===== config.mk =====
export PLATFORM = sky130hd
export DESIGN_NAME = aib_arbiter
export DESIGN_NICKNAME = d
export VERILOG_FILES = /design/src/aib_pkg.sv /design/src/aib_arbiter.sv
export SDC_FILE = /design/constraint.sdc
export NUM_CORES = 1
export LEC_CHECK = 0
export ABC_AREA = 1
export BUFFER_PORTS_ARGS = -buffer_cell sky130_fd_sc_hd__buf_4
export CAP_MARGIN = 0
export CORE_MARGIN = 3
export CORE_UTILIZATION = 50
export DETAILED_ROUTE_END_ITERATION = 8
export PLACE_DENSITY = 0.67
export RECOVER_POWER = 50
export SLEW_MARGIN = 20
export SYNTH_ARGS = -nofsm -noshare
export SYNTH_HDL_FRONTEND = slang
export SYNTH_SLANG_ARGS = --single-unit
export TNS_END_PERCENT = 30

===== constraint.sdc =====
create_clock -name sys_clk_i -period 67 [get_ports sys_clk_i]
set_clock_uncertainty 0.15 [all_clocks]
set_input_delay 3.35 -clock sys_clk_i [delete_from_list [all_inputs] [get_ports sys_clk_i]]
set_output_delay 3.35 -clock sys_clk_i [all_outputs]
set_load 0.005 [all_outputs]

===== src/aib_pkg.sv =====
// Purpose: shared constants and types for the arbitrating interrupt bid logic
// Assumes: 32-bit Avalon-MM register port, two serial channels
// Notes:   every register takes one aligned word; unused upper bits read zero
package aib_pkg;

    localparam int NUM_CH      = 2;
    localparam int BID_W       = 12;
    localparam int THR_W       = 11;
    localparam int FIELD_W     = 7;
    localparam int LEVEL_W     = 8;
    localparam int STAT_W      = 9;
    localparam int SRC_PER_CH  = 9;
    localparam int NUM_BIDS    = NUM_CH * SRC_PER_CH;

    // byte offsets, channel b sits one stride above channel a
    localparam logic [7:0] OFS_MODE_ZERO = 8'h00;
    localparam logic [7:0] OFS_MODE_ONE  = 8'h04;
    localparam logic [7:0] OFS_MODE_TWO  = 8'h08;
    localparam logic [7:0] OFS_STATUS    = 8'h0c;
    localparam logic [7:0] OFS_MASK      = 8'h10;
    localparam logic [7:0] CH_STRIDE     = 8'h20;
    localparam logic [7:0] OFS_ARB_CTRL  = 8'h40;
    localparam logic [7:0] OFS_WINNER    = 8'h44;
    localparam logic [7:0] OFS_UPDATE    = 8'h48;
    localparam logic [7:0] OFS_FIELDS0   = 8'h4c;
    localparam logic [7:0] OFS_FIELDS1   = 8'h50;
    localparam logic [7:0] OFS_CANDIDATE = 8'h54;

    // status and mask bit positions
    localparam int ST_TX   = 0;
    localparam int ST_RX   = 1;
    localparam int ST_BRK  = 2;
    localparam int ST_CT   = 3;
    localparam int ST_XON  = 4;
    localparam int ST_ADDR = 5;
    localparam int ST_WD   = 6;
    localparam int ST_COS  = 7;
    localparam int ST_LB   = 8;

    // field positions inside the mode registers
    localparam int MODE_ONE_MASKED_READ = 6;
    localparam int MODE_LEVEL_LSB       = 4;

    // source type codes, fifo sources use only the low three bits
    localparam logic [2:0] TY_RX_OK   = 3'h1;
    localparam logic [2:0] TY_RX_ERR  = 3'h5;
    localparam logic [2:0] TY_RX_WD   = 3'h4;
    localparam logic [2:0] TY_TX      = 3'h2;
    localparam logic [3:0] TY_BREAK   = 4'he;
    localparam logic [3:0] TY_LOOP    = 4'hf;
    localparam logic [3:0] TY_PIN     = 4'h6;
    localparam logic [3:0] TY_XON     = 4'h7;
    localparam logic [3:0] TY_CT      = 4'h8;
    localparam logic [3:0] TY_ADDR    = 4'hb;
    localparam logic [3:0] TY_NONE    = 4'h0;

    localparam logic [BID_W-1:0]  NO_BID       = 12'h000;
    localparam logic [THR_W-1:0]  THR_RESET    = 11'h000;
    localparam logic [31:0]       REG_RESET    = 32'h0000_0000;
    localparam logic [1:0]        LVL_ANY      = 2'h0;
    localparam logic [1:0]        LVL_HALF     = 2'h1;
    localparam logic [1:0]        LVL_3Q       = 2'h2;
    localparam logic [1:0]        LVL_ALL      = 2'h3;

    // one channel's live source signals; counts are 9 bits for a 256 deep queue
    typedef struct packed {
        logic [8:0] rx_filled;
        logic [8:0] tx_empty;
        logic       rx_error;
        logic       ev_watchdog;
        logic       ev_break;
        logic       ev_loop;
        logic       ev_pin;
        logic       ev_xon;
        logic       ev_ct;
        logic       ev_addr;
    } aib_chan_src_t;

    typedef struct packed {
        logic [LEVEL_W-1:0] level;
        logic [3:0]         kind;
        logic               chan;
    } aib_bid_t;

    typedef enum logic [1:0] {
        PH_SAMPLE = 2'b01,
        PH_DECIDE = 2'b10
    } aib_phase_t;

endpackage : aib_pkg


===== src/aib_arbiter.sv =====
// Purpose: bid arbitration, threshold compare and winner capture for two channels
// Assumes: source events are one-cycle pulses synchronous to sys_clk_i
// Notes:   arbitration runs every second clock; register port is Avalon-MM
module aib_arbiter #(
    parameter int QUEUE_DEPTH = 256
) (
    input  wire logic                  sys_clk_i,
    input  wire logic                  rst_i,
    input  wire logic [7:0]            avs_address_i,
    input  wire logic                  avs_read_i,
    input  wire logic                  avs_write_i,
    input  wire logic [31:0]           avs_writedata_i,
    input  wire logic [3:0]            avs_byteenable_i,
    output logic [31:0]                avs_readdata_o,
    output logic                       avs_waitrequest_o,
    input  wire aib_pkg::aib_chan_src_t src_a_i,
    input  wire aib_pkg::aib_chan_src_t src_b_i,
    input  wire logic                  interrupt_ack_low_i,
    output logic                       interrupt_request_low_o,
    output logic [3:0]                 winner_type_o,
    output logic                       winner_chan_o,
    output logic [7:0]                 winner_level_o
);

    localparam int CW = $clog2(QUEUE_DEPTH + 1);

    aib_pkg::aib_chan_src_t src [aib_pkg::NUM_CH];

    logic [31:0]                   mode_zero_r [aib_pkg::NUM_CH];
    logic [31:0]                   mode_one_r  [aib_pkg::NUM_CH];
    logic [31:0]                   mode_two_r  [aib_pkg::NUM_CH];
    logic [aib_pkg::STAT_W-1:0]    status_r    [aib_pkg::NUM_CH];
    logic [aib_pkg::STAT_W-1:0]    mask_r      [aib_pkg::NUM_CH];
    logic [aib_pkg::THR_W-1:0]     threshold_r;
    logic [31:0]                   fields0_r;
    logic [31:0]                   fields1_r;
    logic [aib_pkg::BID_W-1:0]     bid_lat_r   [aib_pkg::NUM_BIDS];
    logic [aib_pkg::BID_W-1:0]     bid_now     [aib_pkg::NUM_BIDS];
    logic [aib_pkg::BID_W-1:0]     cand_r;
    logic [aib_pkg::BID_W-1:0]     cand_nxt;
    logic [aib_pkg::BID_W-1:0]     winner_r;
    aib_pkg::aib_phase_t           phase_r;
    logic                          ack_prev_r;
    logic                          bus_ack_r;
    logic                          wr_go;
    logic                          update_cmd;
    logic                          ack_fall;
    logic                          cand_hits;
    logic [1:0]                    rx_level   [aib_pkg::NUM_CH];
    logic [1:0]                    tx_level   [aib_pkg::NUM_CH];
    logic                          rx_ready   [aib_pkg::NUM_CH];
    logic                          tx_ready   [aib_pkg::NUM_CH];
    logic [31:0]                   rd_word;

    assign src[0] = src_a_i;
    assign src[1] = src_b_i;

    // one wait cycle per access keeps the read mux off the request path
    assign avs_waitrequest_o = (avs_read_i | avs_write_i) & ~bus_ack_r;
    assign wr_go             = avs_write_i & bus_ack_r;
    assign update_cmd        = wr_go && (avs_address_i == aib_pkg::OFS_UPDATE);
    assign ack_fall          = ack_prev_r & ~interrupt_ack_low_i;

    always_ff @(posedge sys_clk_i) begin
        if (rst_i) begin
            bus_ack_r <= 1'b0;
        end else begin
            bus_ack_r <= (avs_read_i | avs_write_i) & ~bus_ack_r;
        end
    end

    // clip a queue count to the 8-bit bid field, saturating at full scale
    function automatic logic [aib_pkg::LEVEL_W-1:0] to_level(input logic [CW-1:0] cnt);
        if (cnt > CW'(8'hff)) begin
            return 8'hff;
        end
        return cnt[aib_pkg::LEVEL_W-1:0];
    endfunction : to_level

    function automatic logic level_met(input logic [1:0] sel, input logic [CW-1:0] cnt);
        logic met;
        met = 1'b0;
        unique case (sel)
            aib_pkg::LVL_ANY:  met = (cnt != '0);
            aib_pkg::LVL_HALF: met = (cnt >= CW'(QUEUE_DEPTH / 2));
            aib_pkg::LVL_3Q:   met = (cnt >= CW'((QUEUE_DEPTH * 3) / 4));
            aib_pkg::LVL_ALL:  met = (cnt >= CW'(QUEUE_DEPTH));
        endcase
        return met;
    endfunction : level_met

    always_comb begin
        for (int c = 0; c < aib_pkg::NUM_CH; c++) begin
            rx_level[c] = mode_zero_r[c][aib_pkg::MODE_LEVEL_LSB +: 2];
            tx_level[c] = mode_two_r[c][aib_pkg::MODE_LEVEL_LSB +: 2];
            rx_ready[c] = level_met(rx_level[c], CW'(src[c].rx_filled));
            tx_ready[c] = level_met(tx_level[c], CW'(src[c].tx_empty));
        end
    end

    // register writes other than status
    always_ff @(posedge sys_clk_i) begin
        if (rst_i) begin
            threshold_r <= aib_pkg::THR_RESET;
            fields0_r   <= aib_pkg::REG_RESET;
            fields1_r   <= aib_pkg::REG_RESET;
            for (int c = 0; c < aib_pkg::NUM_CH; c++) begin
                mode_zero_r[c] <= aib_pkg::REG_RESET;
                mode_one_r[c]  <= aib_pkg::REG_RESET;
                mode_two_r[c]  <= aib_pkg::REG_RESET;
                mask_r[c]      <= '0;
            end
        end else if (wr_go) begin
            for (int c = 0; c < aib_pkg::NUM_CH; c++) begin
                if (avs_address_i == aib_pkg::OFS_MODE_ZERO + 8'(c) * aib_pkg::CH_STRIDE) begin
                    mode_zero_r[c] <= avs_writedata_i;
                end
                if (avs_address_i == aib_pkg::OFS_MODE_ONE + 8'(c) * aib_pkg::CH_STRIDE) begin
                    mode_one_r[c] <= avs_writedata_i;
                end
                if (avs_address_i == aib_pkg::OFS_MODE_TWO + 8'(c) * aib_pkg::CH_STRIDE) begin
                    mode_two_r[c] <= avs_writedata_i;
                end
                if (avs_address_i == aib_pkg::OFS_MASK + 8'(c) * aib_pkg::CH_STRIDE) begin
                    mask_r[c] <= avs_writedata_i[aib_pkg::STAT_W-1:0];
                end
            end
            if (avs_address_i == aib_pkg::OFS_ARB_CTRL) begin
                threshold_r <= avs_writedata_i[aib_pkg::THR_W-1:0];
            end
            if (avs_address_i == aib_pkg::OFS_FIELDS0) begin
                fields0_r <= avs_writedata_i;
            end
            if (avs_address_i == aib_pkg::OFS_FIELDS1) begin
                fields1_r <= avs_writedata_i;
            end
        end
    end

    // event bits are sticky, write one clears, a new event wins over the clear;
    // rx and tx bits follow the live fill condition and ignore writes
    always_ff @(posedge sys_clk_i) begin
        if (rst_i) begin
            for (int c = 0; c < aib_pkg::NUM_CH; c++) begin
                status_r[c] <= '0;
            end
        end else begin
            for (int c = 0; c < aib_pkg::NUM_CH; c++) begin
                logic [aib_pkg::STAT_W-1:0] clr;
                logic [aib_pkg::STAT_W-1:0] set;
                clr = '0;
                set = '0;
                if (wr_go && avs_address_i == aib_pkg::OFS_STATUS + 8'(c) * aib_pkg::CH_STRIDE) begin
                    clr = avs_writedata_i[aib_pkg::STAT_W-1:0];
                end
                set[aib_pkg::ST_WD]   = src[c].ev_watchdog;
                set[aib_pkg::ST_BRK]  = src[c].ev_break;
                set[aib_pkg::ST_LB]   = src[c].ev_loop;
                set[aib_pkg::ST_COS]  = src[c].ev_pin;
                set[aib_pkg::ST_XON]  = src[c].ev_xon;
                set[aib_pkg::ST_CT]   = src[c].ev_ct;
                set[aib_pkg::ST_ADDR] = src[c].ev_addr;
                status_r[c] <= (status_r[c] & ~clr) | set;
                status_r[c][aib_pkg::ST_RX] <= rx_ready[c];
                status_r[c][aib_pkg::ST_TX] <= tx_ready[c];
            end
        end
    end

    // bid assembly, one slot per source; disabled or idle sources bid zero
    always_comb begin
        for (int c = 0; c < aib_pkg::NUM_CH; c++) begin
            logic [aib_pkg::STAT_W-1:0]  en;
            logic [aib_pkg::LEVEL_W-1:0] rxl;
            logic [aib_pkg::LEVEL_W-1:0] txl;
            logic                        ch;
            int                          b;
            en  = status_r[c] & mask_r[c];
            rxl = to_level(CW'(src[c].rx_filled));
            txl = to_level(CW'(src[c].tx_empty));
            ch  = 1'(c);
            b   = c * aib_pkg::SRC_PER_CH;
            // receiver codes, break is not an error
            bid_now[b]     = en[aib_pkg::ST_RX] ? {rxl, src[c].rx_error ? aib_pkg::TY_RX_ERR
                                                  : aib_pkg::TY_RX_OK, ch} : aib_pkg::NO_BID;
            bid_now[b + 1] = en[aib_pkg::ST_WD] ? {rxl, aib_pkg::TY_RX_WD, ch} : aib_pkg::NO_BID;
            bid_now[b + 2] = en[aib_pkg::ST_TX] ? {txl, aib_pkg::TY_TX, ch} : aib_pkg::NO_BID;
            bid_now[b + 3] = en[aib_pkg::ST_BRK]  ? {fields0_r[6:0], aib_pkg::TY_BREAK, ch}
                                                  : aib_pkg::NO_BID;
            bid_now[b + 4] = en[aib_pkg::ST_LB]   ? {fields0_r[13:7], aib_pkg::TY_LOOP, ch}
                                                  : aib_pkg::NO_BID;
            bid_now[b + 5] = en[aib_pkg::ST_COS]  ? {fields0_r[20:14], aib_pkg::TY_PIN, ch}
                                                  : aib_pkg::NO_BID;
            bid_now[b + 6] = en[aib_pkg::ST_XON]  ? {fields1_r[6:0], aib_pkg::TY_XON, ch}
                                                  : aib_pkg::NO_BID;
            bid_now[b + 7] = en[aib_pkg::ST_CT]   ? {fields1_r[13:7], aib_pkg::TY_CT, ch}
                                                  : aib_pkg::NO_BID;
            bid_now[b + 8] = en[aib_pkg::ST_ADDR] ? {fields1_r[20:14], aib_pkg::TY_ADDR, ch}
                                                  : aib_pkg::NO_BID;
        end
    end

    always_ff @(posedge sys_clk_i) begin
        if (rst_i) begin
            phase_r <= aib_pkg::PH_SAMPLE;
        end else begin
            unique case (phase_r)
                aib_pkg::PH_SAMPLE: phase_r <= aib_pkg::PH_DECIDE;
                aib_pkg::PH_DECIDE: phase_r <= aib_pkg::PH_SAMPLE;
                default:            phase_r <= aib_pkg::PH_SAMPLE;
            endcase
        end
    end

    // bids frozen for the whole cycle
    always_ff @(posedge sys_clk_i) begin
        if (rst_i) begin
            for (int i = 0; i < aib_pkg::NUM_BIDS; i++) begin
                bid_lat_r[i] <= aib_pkg::NO_BID;
            end
        end else if (phase_r == aib_pkg::PH_SAMPLE) begin
            for (int i = 0; i < aib_pkg::NUM_BIDS; i++) begin
                bid_lat_r[i] <= bid_now[i];
            end
        end
    end

    // full-width compare lets channel b win ties
    always_comb begin
        cand_nxt = aib_pkg::NO_BID;
        for (int i = 0; i < aib_pkg::NUM_BIDS; i++) begin
            if (bid_lat_r[i] > cand_nxt) begin
                cand_nxt = bid_lat_r[i];
            end
        end
    end

    always_ff @(posedge sys_clk_i) begin
        if (rst_i) begin
            cand_r <= aib_pkg::NO_BID;
        end else if (phase_r == aib_pkg::PH_DECIDE) begin
            cand_r <= cand_nxt;
        end
    end

    // threshold against bid bits 11 to 1
    // zero threshold passes any nonzero bid
    assign cand_hits = cand_r[aib_pkg::BID_W-1:1] > threshold_r;

    always_ff @(posedge sys_clk_i) begin
        if (rst_i) begin
            interrupt_request_low_o <= 1'b1;
        end else begin
            interrupt_request_low_o <= ~cand_hits;
        end
    end

    always_ff @(posedge sys_clk_i) begin
        if (rst_i) begin
            ack_prev_r <= 1'b1;
        end else begin
            ack_prev_r <= interrupt_ack_low_i;
        end
    end

    always_ff @(posedge sys_clk_i) begin
        if (rst_i) begin
            winner_r <= aib_pkg::NO_BID;
        end else if (ack_fall || update_cmd) begin
            winner_r <= cand_hits ? cand_r : aib_pkg::NO_BID;
        end
    end

    assign winner_level_o = winner_r[11:4];
    assign winner_type_o  = winner_r[4:1];
    assign winner_chan_o  = winner_r[0];

    // read mux; unmapped addresses read zero
    always_comb begin
        rd_word = '0;
        for (int c = 0; c < aib_pkg::NUM_CH; c++) begin
            if (avs_address_i == aib_pkg::OFS_MODE_ZERO + 8'(c) * aib_pkg::CH_STRIDE) begin
                rd_word = mode_zero_r[c];
            end
            if (avs_address_i == aib_pkg::OFS_MODE_ONE + 8'(c) * aib_pkg::CH_STRIDE) begin
                rd_word = mode_one_r[c];
            end
            if (avs_address_i == aib_pkg::OFS_MODE_TWO + 8'(c) * aib_pkg::CH_STRIDE) begin
                rd_word = mode_two_r[c];
            end
            if (avs_address_i == aib_pkg::OFS_STATUS + 8'(c) * aib_pkg::CH_STRIDE) begin
                rd_word = 32'(mode_one_r[c][aib_pkg::MODE_ONE_MASKED_READ]
                              ? (status_r[c] & mask_r[c]) : status_r[c]);
            end
            if (avs_address_i == aib_pkg::OFS_MASK + 8'(c) * aib_pkg::CH_STRIDE) begin
                rd_word = 32'(mask_r[c]);
            end
        end
        if (avs_address_i == aib_pkg::OFS_ARB_CTRL) begin
            rd_word = 32'(threshold_r);
        end
        if (avs_address_i == aib_pkg::OFS_WINNER) begin
            rd_word = 32'(winner_r);
        end
        if (avs_address_i == aib_pkg::OFS_FIELDS0) begin
            rd_word = fields0_r;
        end
        if (avs_address_i == aib_pkg::OFS_FIELDS1) begin
            rd_word = fields1_r;
        end
        if (avs_address_i == aib_pkg::OFS_CANDIDATE) begin
            rd_word = 32'(cand_r);
        end
    end

    always_ff @(posedge sys_clk_i) begin
        if (rst_i) begin
            avs_readdata_o <= '0;
        end else if (avs_read_i && !bus_ack_r) begin
            avs_readdata_o <= rd_word;
        end
    end

endmodule : aib_arbiter


==> key figures <==
Floorplan
  • Initial Util: 0.5075
  • Die W: 237.7 um
  • CORE AREA: 0.05287 mm^2
  • IO Pins: 148
  • Std cell rows: 84
  • Die span in y: 237.7 um
  • Die Area: 0.05648 mm^2

Synthesis
  • Syn Std Cell Area: 0.02683 mm^2
  • Syn Inst Count: 3023
  • Post-synthesis sequential area ratio: 0.5201
  • Synth cell types: 59
  • Synthesized net count: 3286
  • Mapped Avg Cell Area: 8.876 um^2
  • Ys flop type: edfxtp_1
  • Asr flop ratio synth: 0
  • Post-synth EDFFs: 362
  • Yosys warns: 0
  • Yosys reg bits: 516

Placed design
  • Dpl ws: 40.31 ns
  • Gpl congestion: 0.9584
  • Post-DP HPWL: 59250 um
  • IO buf count: 143
  • Number of instances in the placed design: 3783

CTS
  • Maximum clock path buffer count: 3
  • Post-CTS Setup Inserts: 0
  • TritonCTS buffer count: 55
  • Clock sinks: 516
  • CTS-repair resized insts: 0
  • Reg clk slew, reported paths: 0.06 ns
  • Post-CTS Hold Fix Bufs: 0
  • # H-tree levels: 2
  • CTS tree: yes
  • Root Driver: clkbuf_16
  • Clock Latency Late Sink: 0.63 ns

Worst setup path
  • Critical path's top delay family: simple AND/OR/NAND/NOR gates
  • FF-to-FF path depth: 164
  • Worst setup SP type: flop
  • CP Capture Type: flop
  • Crit path top cell by count: nand2_1
  • Worst path depth: 164
  • WP data required: 67.16 ns
  • CP arrival: 27.36 ns
  • CP max stage cell: a2111oi_0
  • Worst-path maximum fanout: 22
  • Setup Crit Path Kind: reg2reg
  • CP peak stage delay: 0.85 ns
  • Worst path bufs/invs: 15

Timing
  • Slew HR: -2.139
  • Period utilization: 0.4061
  • Highest clock rate: 0.03676 GHz
  • Setup TNS: 0 ns
  • Setup violations, final: 0
  • Worst Hold Slack: 0.3023 ns
  • Fin worst setup slack: 39.79 ns
  • Period minus WS final: 27.21 ns
  • Final hold violations: 0
  • Worst-margin pin slew: 4.709 ns
  • Slew Limit Fails: 451
  • RSZ-0062 raised after global routing: false

Routing
  • DRT antenna net count: 0
  • Drt drc: 0
  • Vias: 22439
  • Vias per cell: 5.771
  • Final WL: 82210 um
  • Average wire per standard cell: 21.14 um
  • TritonRoute pass-1 iters: 6
  • Initial DRC count: 2004

Layout
  • Layout Cells excl Fill: 3888
  • Nets: 3415
  • Area Growth Syn to Fin: 13.24%
  • Fraction of layout cells with a size suffix above 1: 0.1038

Status
  • Status: finished with violations
  • Failing checks: capacitance limit, slew limit

Hold path
  • WHS Path Cells: 2
  • Hold Path Class: reg2reg

Global route
  • First-pass GRT wire length: 124400 um
  • Initial antenna violation count: 3
  • Overflow after GRT: 0
  • Overall routing resource usage: 0.2872
  • Pin count of the biggest net entering global routing: 85
  • Number of global-route vias before repair: 21835

Run
  • Max Cap Violations: 12
## flip-flops by register name, summed over array words and instances (netlist names)
name                     flops
cand_r                      12
mode_one_r                  64
status_r                    18
mask_r                      18
ack_prev_r                   1
bus_ack_r                    1
winner_r                    12
fields0_r                   32
threshold_r                 11
mode_zero_r                 64
bid_lat_r                  152
phase_r                      2
avs_readdata_o              32
mode_two_r                  64
fields1_r                   32
interrupt_request_low_o      1
## synth_stat cells (6+ instances only)
cell type  instances  share of area
nand3_1          172          0.032
a21oi_1          247          0.046
ha_1             162          0.076
nand4_1           54          0.013
o21bai_1           8         0.0022
nand2_1          564          0.079
o211ai_1          27         0.0076
nand3b_1           6         0.0017
inv_1            356          0.050
o21ai_1           17         0.0032
nand2_2           28         0.0065
nor2_2             8         0.0019
edfxtp_1         362           0.41
nand2_4           10         0.0042
a221oi_1          25         0.0082
clkbuf_1          90          0.013
a21o_1             6         0.0017
clkinv_1           6        0.00084
o2111ai_1         12         0.0039
inv_2              7        0.00098
a22o_1            11         0.0036
o21ai_0          254          0.047
nor3_1            14         0.0026
o221ai_1          14         0.0046
nand3_2           10         0.0037
nor2_1           324          0.045
dfxtp_1          154           0.11
## stage by stage
step | instance area [um^2] | util
floorplan | 26830 | -
detailed placement | 28680 | 0.5424
finish | 30380 | 0.5747
global placement | 28680 | 0.5424
global route | 30380 | 0.5746
CTS | 30480 | 0.5766
## worst reg2reg max path: cells and delay by family (launching register included)
family	cells	cell delay, ns
AOI/OAI and AO/OA	36	8.45
and+or+nand+nor	96	11.45
buffers and inverters	15	1.12
DFF	1	0.38
adders and majority gates	17	5.39
## area by class of cell
class | instances | area [um^2]
Antenna cell | 2 | 5.005
Multi-Input combinational cell | 2036 | 11120
Inverter | 369 | 1385
Clock inverter | 27 | 257.7
Clock buffer | 76 | 1548
Tap cell | 688 | 860.8
Sequential cell | 516 | 13950
Timing Repair Buffer | 174 | 1250
Fill cell | 4733 | 22480
## final timing paths
path	end	slack [ns]	from
setup / recovery	cand_r[8]$_SDFFE_PP0N_	39.79	bid_lat_r[1][7]$_SDFFCE_PN0P_
hold reg to reg	fields1_r[29]$_SDFFE_PP0P_	0.30	fields1_r[29]$_SDFFE_PP0P_
hold / removal	fields1_r[29]$_SDFFE_PP0P_	0.30	fields1_r[29]$_SDFFE_PP0P_
setup reg to reg	cand_r[8]$_SDFFE_PP0N_	39.79	bid_lat_r[1][7]$_SDFFCE_PN0P_
## logic make-up after synthesis
| logic type | Yosys count | synth area share |
|---|---|---|
| buf+inv | 471 | 0.06738 |
| compound gates | 657 | 0.1386 |
| fa+ha+maj | 162 | 0.07555 |
| simple gates | 1216 | 0.1980 |
| flops | 516 | 0.5201 |
| mux | 1 | 0.0003731 |
## layout by cell type (no fill, tap or decap), drive strengths merged, types with 6 or more instances in the layout
cell,count
nand2,602
inv,368
edfxtp,362
nor2,332
o21ai,275
a21oi,248
nand3,183
ha,162
dfxtp,154
clkbuf,132
buf,118
nand4,57
o211ai,27
a221oi,25
clkinv,24
nor3,15
o221ai,14
o2111ai,12
a22o,11
nand3b,9
o21bai,8
a21o,6
## metal layers
layer | share of wire | global-route usage | routed length, um | vias up
met3 | 0.081 | 0.04478 | 6620 | 212
met4 | 0.047 | 0.1307 | 3885 | 2
met1 | 0.40 | 0.3645 | 32720 | 10638
met2 | 0.47 | 0.4871 | 38970 | 909
met5 | 0.00012 | 0 | 10 | -
li1 | - | - | - | 10678
Power is not shown: default switching activity piles up to over one toggle a cycle in this logic, so the estimate is an artifact.
